**config.mk**
```make
export PLATFORM = sky130hd
export DESIGN_NAME = mtw_timers
export DESIGN_NICKNAME = d
export VERILOG_FILES = /design/src/mtw_pkg.sv /design/src/mtw_counter.sv /design/src/mtw_timers.sv
export SDC_FILE = /design/constraint.sdc
export NUM_CORES = 1
export LEC_CHECK = 0
export BUFFER_PORTS_ARGS = -buffer_cell sky130_fd_sc_hd__buf_2
export CELL_PAD_IN_SITES_DETAIL_PLACEMENT = 1
export CELL_PAD_IN_SITES_GLOBAL_PLACEMENT = 1
export CORE_MARGIN = 5
export CORE_UTILIZATION = 30
export CTS_BUF_LIST = sky130_fd_sc_hd__clkbuf_4 sky130_fd_sc_hd__clkbuf_8 sky130_fd_sc_hd__clkbuf_16
export CTS_CLUSTER_SIZE = 8
export DETAILED_ROUTE_END_ITERATION = 6
export PLACE_DENSITY_LB_ADDON = 0.1
export SLEW_MARGIN = 20
export SYNTH_ARGS = -nofsm -noshare
export SYNTH_HDL_FRONTEND = slang
export SYNTH_SLANG_ARGS = --single-unit
```
**constraint.sdc**
```tcl
create_clock -name clk_sys_in -period 3.4 [get_ports clk_sys_in]
set_input_delay 0.34 -clock clk_sys_in [delete_from_list [all_inputs] [get_ports clk_sys_in]]
set_output_delay 0.34 -clock clk_sys_in [all_outputs]
set_load 0.01 [all_outputs]
```
**src/mtw_pkg.sv**
```systemverilog
// constants shared by the three-counter timer block with watchdog
// assumes one subsystem clock and plain control ports driven by software logic
// Behaviour
// - three 16-bit down counters, reload or stop
// - each counter pulses interrupt on zero
// - counter zero is watchdog or general purpose
// - shared pin pulses low on counter two event
// - count from reload, step per prescale group
// - period is (reload+1) times two^(exponent+1)
// - auto reload restarts count without software
// - counter steps only while run bit set, except counter zero in watchdog mode, which always runs
// - present count always readable
// - watchdog expiry pulses subsys_reset_out and restores watchdog settings
// - status records watchdog caused last reset
// - watchdog reload ignored if value unchanged
// - power-up: watchdog, reload FFFF, exponent seven
// - second key disables, repeated first stays armed
// - watchdog bit re-enables and forces FFFF
package mtw_pkg;
  localparam int CNT_W = 16;
  localparam int PTV_W = 3;
  localparam int PRE_W = 8;
  localparam int KEY_W = 8;
  localparam int NUM_CNT = 3;
  localparam logic [KEY_W-1:0] KEY_FIRST = 8'hF5;
  localparam logic [KEY_W-1:0] KEY_SECOND = 8'hA0;
  localparam logic [CNT_W-1:0] WD_RELOAD_RST = 16'hFFFF;
  localparam logic [PTV_W-1:0] WD_PTV_RST = 3'h7;
  localparam logic [PTV_W-1:0] PTV_MAX = 3'h7;
  localparam logic [PRE_W-1:0] PRE_FULL = 8'hFF;
  localparam int SHARED_CNT = 2;

  typedef enum logic [1:0] {
    KEY_IDLE = 2'b01,
    KEY_ARMED = 2'b10
  } mtw_key_type;

  // last prescaler value of a group of 2^(exponent+1) clocks
  function automatic logic [PRE_W-1:0] mtw_group_last(input logic [PTV_W-1:0] prescale_exponent);
    mtw_group_last = PRE_FULL >> (PTV_MAX - prescale_exponent);
  endfunction : mtw_group_last
endpackage : mtw_pkg

```
**src/mtw_counter.sv**
```systemverilog
// one down counter with power-of-two prescaler
// assumes control inputs come from logic on the same clock
`timescale 1ns/1ps
module mtw_counter (
  input wire logic clk_sys_in,
  input wire logic rst_n_in,
  input wire logic run_bit_in,
  input wire logic auto_reload_flag_in,
  input wire logic [mtw_pkg::PTV_W-1:0] prescale_exponent_in,
  input wire logic [mtw_pkg::CNT_W-1:0] reload_value_in,
  input wire logic load_in,
  output logic [mtw_pkg::CNT_W-1:0] count_out,
  output logic zero_evt_out
);
  import mtw_pkg::*;

  typedef struct packed {
    logic [CNT_W-1:0] count;
    logic [PRE_W-1:0] presc;
    logic run_q;
    logic done;
    logic evt;
  } mtw_cnt_state_type;

  mtw_cnt_state_type s_r;
  mtw_cnt_state_type s_nxt;

  always_comb begin
    s_nxt = s_r;
    s_nxt.evt = 1'b0;
    s_nxt.run_q = run_bit_in;
    if (load_in || (run_bit_in && !s_r.run_q)) begin
      s_nxt.count = reload_value_in;
      s_nxt.presc = '0;
      s_nxt.done = 1'b0;
    end else if (run_bit_in && !s_r.done) begin
      if (s_r.presc == mtw_group_last(prescale_exponent_in)) begin
        s_nxt.presc = '0;
        if (s_r.count == '0) begin
          s_nxt.evt = 1'b1;
          if (auto_reload_flag_in) begin
            s_nxt.count = reload_value_in;
          end else begin
            s_nxt.done = 1'b1;
          end
        end else begin
          s_nxt.count = s_r.count - 16'h0001;
        end
      end else begin
        s_nxt.presc = s_r.presc + 8'h01;
      end
    end
  end

  always_ff @(posedge clk_sys_in or negedge rst_n_in) begin
    if (!rst_n_in) begin
      s_r <= '0;
    end else begin
      s_r <= s_nxt;
    end
  end

  assign count_out = s_r.count;
  assign zero_evt_out = s_r.evt;
endmodule : mtw_counter

```
**src/mtw_timers.sv**
```systemverilog
// three counters, counter zero watchdog with key unlock, counter two pin pulse
// assumes control strobes are one-cycle pulses from software logic on clk_sys_in
`timescale 1ns/1ps
module mtw_timers (
  input wire logic clk_sys_in,
  input wire logic rst_n_in,
  input wire logic [mtw_pkg::NUM_CNT-1:0] run_bit_in,
  input wire logic [mtw_pkg::NUM_CNT-1:0] auto_reload_flag_in,
  input wire logic [mtw_pkg::NUM_CNT-1:0][mtw_pkg::PTV_W-1:0] prescale_exponent_in,
  input wire logic [mtw_pkg::NUM_CNT-1:0][mtw_pkg::CNT_W-1:0] reload_value_in,
  input wire logic [mtw_pkg::NUM_CNT-1:0] reload_write_in,
  input wire logic counter_zero_control_write_in,
  input wire logic [mtw_pkg::KEY_W-1:0] disable_key_field_in,
  input wire logic watchdog_bit_in,
  input wire logic reset_cause_clear_in,
  input wire logic shared_io_timer_sel_in,
  input wire logic gpio_data_in,
  input wire logic gpio_oe_in,
  output logic [mtw_pkg::NUM_CNT-1:0][mtw_pkg::CNT_W-1:0] count_readback_out,
  output logic [mtw_pkg::NUM_CNT-1:0] irq_out,
  output logic subsys_reset_out,
  output logic watchdog_mode_out,
  output logic watchdog_reset_cause_out,
  output logic shared_io_pin_out,
  output logic shared_io_pin_oe_out
);
  import mtw_pkg::*;

  typedef struct packed {
    logic wd_mode;
    mtw_key_type key;
    logic [CNT_W-1:0] wd_reload;
    logic [PTV_W-1:0] wd_ptv;
    logic [CNT_W-1:0] last_load;
    logic wd_load;
    logic cause;
    logic rst_pulse;
    logic pin;
    logic pin_oe;
  } mtw_top_state_type;

  mtw_top_state_type s_r;
  mtw_top_state_type s_nxt;
  logic [NUM_CNT-1:0] eff_run;
  logic [NUM_CNT-1:0] eff_ar;
  logic [NUM_CNT-1:0][PTV_W-1:0] eff_ptv;
  logic [NUM_CNT-1:0][CNT_W-1:0] eff_reload;
  logic [NUM_CNT-1:0] eff_load;
  logic [NUM_CNT-1:0] evt;
  logic wd_expire;

  // counter zero takes its settings from the watchdog state while in watchdog mode
  always_comb begin
    eff_run = run_bit_in;
    eff_ar = auto_reload_flag_in;
    eff_ptv = prescale_exponent_in;
    eff_reload = reload_value_in;
    eff_load = reload_write_in;
    if (s_r.wd_mode) begin
      eff_run[0] = 1'b1;
      eff_ar[0] = 1'b1;
      eff_ptv[0] = s_r.wd_ptv;
      eff_reload[0] = s_r.wd_reload;
      eff_load[0] = s_r.wd_load;
    end
  end

  genvar gi;
  generate
    for (gi = 0; gi < NUM_CNT; gi++) begin : g_cnt
      mtw_counter u_cnt (
        .clk_sys_in(clk_sys_in),
        .rst_n_in(rst_n_in),
        .run_bit_in(eff_run[gi]),
        .auto_reload_flag_in(eff_ar[gi]),
        .prescale_exponent_in(eff_ptv[gi]),
        .reload_value_in(eff_reload[gi]),
        .load_in(eff_load[gi]),
        .count_out(count_readback_out[gi]),
        .zero_evt_out(evt[gi])
      );
    end
  endgenerate

  assign wd_expire = s_r.wd_mode && evt[0];

  always_comb begin
    s_nxt = s_r;
    s_nxt.wd_load = 1'b0;
    s_nxt.rst_pulse = wd_expire;
    if (reset_cause_clear_in) begin
      s_nxt.cause = 1'b0;
    end
    if (wd_expire) begin
      s_nxt.cause = 1'b1;
    end
    if (wd_expire) begin
      // the subsystem reset puts the watchdog back to its power-up setting
      s_nxt.key = KEY_IDLE;
      s_nxt.wd_reload = WD_RELOAD_RST;
      s_nxt.wd_ptv = WD_PTV_RST;
      s_nxt.last_load = WD_RELOAD_RST;
      s_nxt.wd_load = 1'b1;
    end else begin
      if (s_r.wd_mode && reload_write_in[0] && reload_value_in[0] != s_r.last_load) begin
        s_nxt.wd_reload = reload_value_in[0];
        s_nxt.last_load = reload_value_in[0];
        s_nxt.wd_load = 1'b1;
      end
      if (counter_zero_control_write_in) begin
        if (watchdog_bit_in) begin
          s_nxt.wd_mode = 1'b1;
          s_nxt.key = KEY_IDLE;
          s_nxt.wd_reload = WD_RELOAD_RST;
          s_nxt.last_load = WD_RELOAD_RST;
          s_nxt.wd_load = 1'b1;
        end else if (s_r.wd_mode) begin
          s_nxt.wd_ptv = prescale_exponent_in[0];
          case (s_r.key)
            KEY_IDLE: begin
              if (disable_key_field_in == KEY_FIRST) begin
                s_nxt.key = KEY_ARMED;
              end
            end
            KEY_ARMED: begin
              if (disable_key_field_in == KEY_SECOND) begin
                s_nxt.wd_mode = 1'b0;
                s_nxt.key = KEY_IDLE;
              end else if (disable_key_field_in == KEY_FIRST) begin
                s_nxt.key = KEY_ARMED;
              end else begin
                s_nxt.key = KEY_IDLE;
              end
            end
            default: begin
              s_nxt.key = KEY_IDLE;
            end
          endcase
        end
      end
    end
    s_nxt.pin = shared_io_timer_sel_in ? !evt[SHARED_CNT] : gpio_data_in;
    s_nxt.pin_oe = shared_io_timer_sel_in ? 1'b1 : gpio_oe_in;
  end

  always_ff @(posedge clk_sys_in or negedge rst_n_in) begin
    if (!rst_n_in) begin
      s_r.wd_mode <= 1'b1;
      s_r.key <= KEY_IDLE;
      s_r.wd_reload <= WD_RELOAD_RST;
      s_r.wd_ptv <= WD_PTV_RST;
      s_r.last_load <= WD_RELOAD_RST;
      s_r.wd_load <= 1'b0;
      s_r.cause <= 1'b0;
      s_r.rst_pulse <= 1'b0;
      s_r.pin <= 1'b1;
      s_r.pin_oe <= 1'b0;
    end else begin
      s_r <= s_nxt;
    end
  end

  assign irq_out = evt;
  assign subsys_reset_out = s_r.rst_pulse;
  assign watchdog_mode_out = s_r.wd_mode;
  assign watchdog_reset_cause_out = s_r.cause;
  assign shared_io_pin_out = s_r.pin;
  assign shared_io_pin_oe_out = s_r.pin_oe;
endmodule : mtw_timers

```
==> impl_metrics.toml <==
[critical_path]
critPathMaxStageDelay_ns = 0.69
cp_slowest_cell = "dfstp_2"
path_class = "reg -> reg"
cp-start-kind = "register"
crit_required_ns = 3.70
worstPathCellList = "mux2_4 -> or4_1 -> and4_4 -> or3_4 -> o21ai_4 -> nand2_1 -> o32a_1"
cp.arrival_ns = 3.38
critPathTopFamily = "simple AND/OR/NAND/NOR gates"
end_kind = "register"
critPathMaxFanout = 15
cp_num_buf_inv = 0

[clock_network]
clk_transition_reported_paths_ns = 0.06
clockBufferDepth = 2
cts_tree = "built"
ctsResizeCount = 0
clock_latency_ns = 0.42
clockRootBuffer = "clkbuf_16"
numCtsBuffers = 17
hold_buffers = 1
cts_sinks = 124
postCtsSetupBuffers = 0
htreeDepth = 4

[floorplanning]
dieArea_mm2 = 0.0298
coreArea_mm2 = 0.0261
start_util_pct = 30.4
die_y_um = 173
die_w_um = 173
io_pins = 138
rows = 59

[place]
portBuffers = 137
dp_slack_ns = 0.296
placed_area_mm2 = 0.00863
place_congestion = 0.785
dp_cells = 1331
hpwlAfterDp_um = 17900

[grt]
grt_max_degree = 69
grt_pass1_vias = 7496
grt_pass1_wl_um = 40600
grt_overflow = 0
grt_usage_pct = 16.4
antenna_found_initial = 1

[synth]
yosysUniqueCellTypes = 77
synth_area_leaders = "dfrtp_1 (27%), dfstp_2 (13%), o21ai_0 (5.2%)"
yosysTopAreaCell = "dfrtp_1"
synth-seq-cells = 124
synth_flop_cell = "dfrtp_1"
syn_area_per_cell_um2 = 8.52
synth_edf_count = 0
synthArstFlopShare_pct = 100
syn_inst = 931
ys_seq_area_share_pct = 39.7
syn-num-nets = 1024
syn_area_mm2 = 0.00793
yosys.area.top_type_share_pct = 27.1
synth_warnings = 0

[pwr]
power_density_mw_per_mm2 = 510
leakage_nw = 4.08
vdd_drop_max_mv = 0.333

[finish]
num-fill-cells = 3106
layout_common_cells = "buf_2 (136), nor2_1 (94), dfrtp_1 (86)"
design_area_mm2 = 0.00927
fin_cells = 1364
diodes = 0
layout_commonest_cell = "buf_2"
drive_above_1_share_pct = 24.5
syn_to_final_growth_pct = 17.0
fin_nets = 1109

[detailed_routing]
post_drt_wl_per_cell_um = 18.0
firstDrtPassIters = 4
finalWirelength_um = 24600
viasPerCell = 5.15
route.detailed.drc = 0
vias = 7030
ant_nets = 0
drt_iter0_markers = 248

[sta]
rsz0062_at_grt = "no"
setup_ws_ns = 0.319
max_freq_mhz = 325
finalClockSkew_ns = 0.0178
fin_crit_ns = 3.08
setup_viol = 0
worst_slew_pin_slew_ns = 0.751
fin_tns_setup_ns = 0
hold_viol = 0
fin_crit_sh_pct = 90.6
slew-limit-headroom_pct = 49.8
maxSlewViolCount = 0
hold-worst-slack_ns = 0.0910

[hold_path]
hold_path.class = "in -> reg"

[run]
maxCapViolCount = 0

[run_status]
status = "completed"
## cell type report
cell class | count | area, um2 | share of cell area [%]
multi-input cells | 662 | 4010 | 43.3
clock buffers | 21 | 468 | 5.05
inverters | 51 | 191 | 2.06
flip-flops and latches | 124 | 3150 | 34.0
well taps | 335 | 419 | 4.52
clock inverters | 11 | 165 | 1.78
repair buffers | 160 | 867 | 9.35
## worst paths after layout
path / slack [ns] / to / cells past startpoint / startpoint
hold / removal: 0.09 / g_cnt[2].u_cnt.s_r[2] / 1 / run_bit_in[2]
hold reg to reg: 0.45 / shared_io_pin_out / 1 / g_cnt[2].u_cnt.zero_evt_out
max in group asynchronous: 2.05 / s_r[35] / 3 / rst_n_in
setup reg to reg: 0.32 / g_cnt[0].u_cnt.count_out[9] / 7 / watchdog_mode_out
min in group asynchronous: 0.49 / subsys_reset_out / 2 / rst_n_in
setup / recovery: 0.32 / g_cnt[0].u_cnt.count_out[9] / 7 / watchdog_mode_out
## kinds of logic (layout without fill, tap and decap cells)
group,after synthesis,count (layout),share of synthesized area [%]
xor+xnor,39,39,4.31
mux,15,15,1.97
buf+inv,145,243,9.64
flops,124,124,39.7
compound gates,276,276,21.9
fa+ha+maj,11,11,1.74
simple gates,321,321,20.7
## worst reg2reg max path: cells and delay by family (launching register included)
family | cells | cell delay [ns]
flip-flops | 1 | 0.69
AO/OA/AOI/OAI | 2 | 0.58
multiplexers | 1 | 0.36
AND/OR/NAND/NOR | 4 | 1.33
## registers in the layout, indices dropped and copies added (netlist names)
signal                    flops
shared_io_pin_oe_out          1
g_cnt.u_cnt.count_out        48
watchdog_reset_cause_out      1
s_r                          38
shared_io_pin_out             1
g_cnt.u_cnt.zero_evt_out      3
g_cnt.u_cnt.s_r              30
watchdog_mode_out             1
subsys_reset_out              1
## where the power goes
part,internal [mW],total [mW],leakage (nW),switching (mW)
Clock,1.28,1.99,0.304,0.710
Combinational,0.373,0.890,2.28,0.517
Sequential,1.67,1.85,1.49,0.183
Total,3.32,4.73,4.08,1.41
## metrics by stage
step | total power, mW | util [%]
after floorplan | 2.49 | -
after detailed placement | 2.78 | 33.1
after global placement | 2.77 | 33.1
final | 4.73 | 35.6
after CTS | 4.82 | 35.6
after global routing | 5.01 | 35.6
## Yosys cell counts, types with 5 or more instances
master	count
o211ai_1	20
ha_1	11
nor2_1	94
nand3_1	31
nand4_1	7
nor2b_1	10
dfrtp_1	86
o21ai_1	8
nand3b_1	5
or2_2	7
and3_1	13
a211oi_1	9
inv_1	51
xor2_1	28
buf_4	53
mux2i_1	13
a22o_1	8
clkbuf_1	32
or3_1	9
nand2_1	51
nor3b_1	6
a31oi_1	6
a21oi_1	80
o21a_1	5
or4_1	5
o21ai_0	82
nor4_1	13
xnor2_1	11
nand2b_1	10
dfstp_2	38
nor3_1	39
buf_2	5
## layer usage
layer | global-route usage, % | wire length [um] | vias up
met4 | 3.57 | 247 | 2
met1 | 22.0 | 11900 | 3449
met3 | 3.60 | 765 | 20
li1 | - | - | 3462
met5 | 0 | 11 | -
met2 | 27.3 | 11700 | 97
Note: power is estimated with default switching activity, not from simulation.
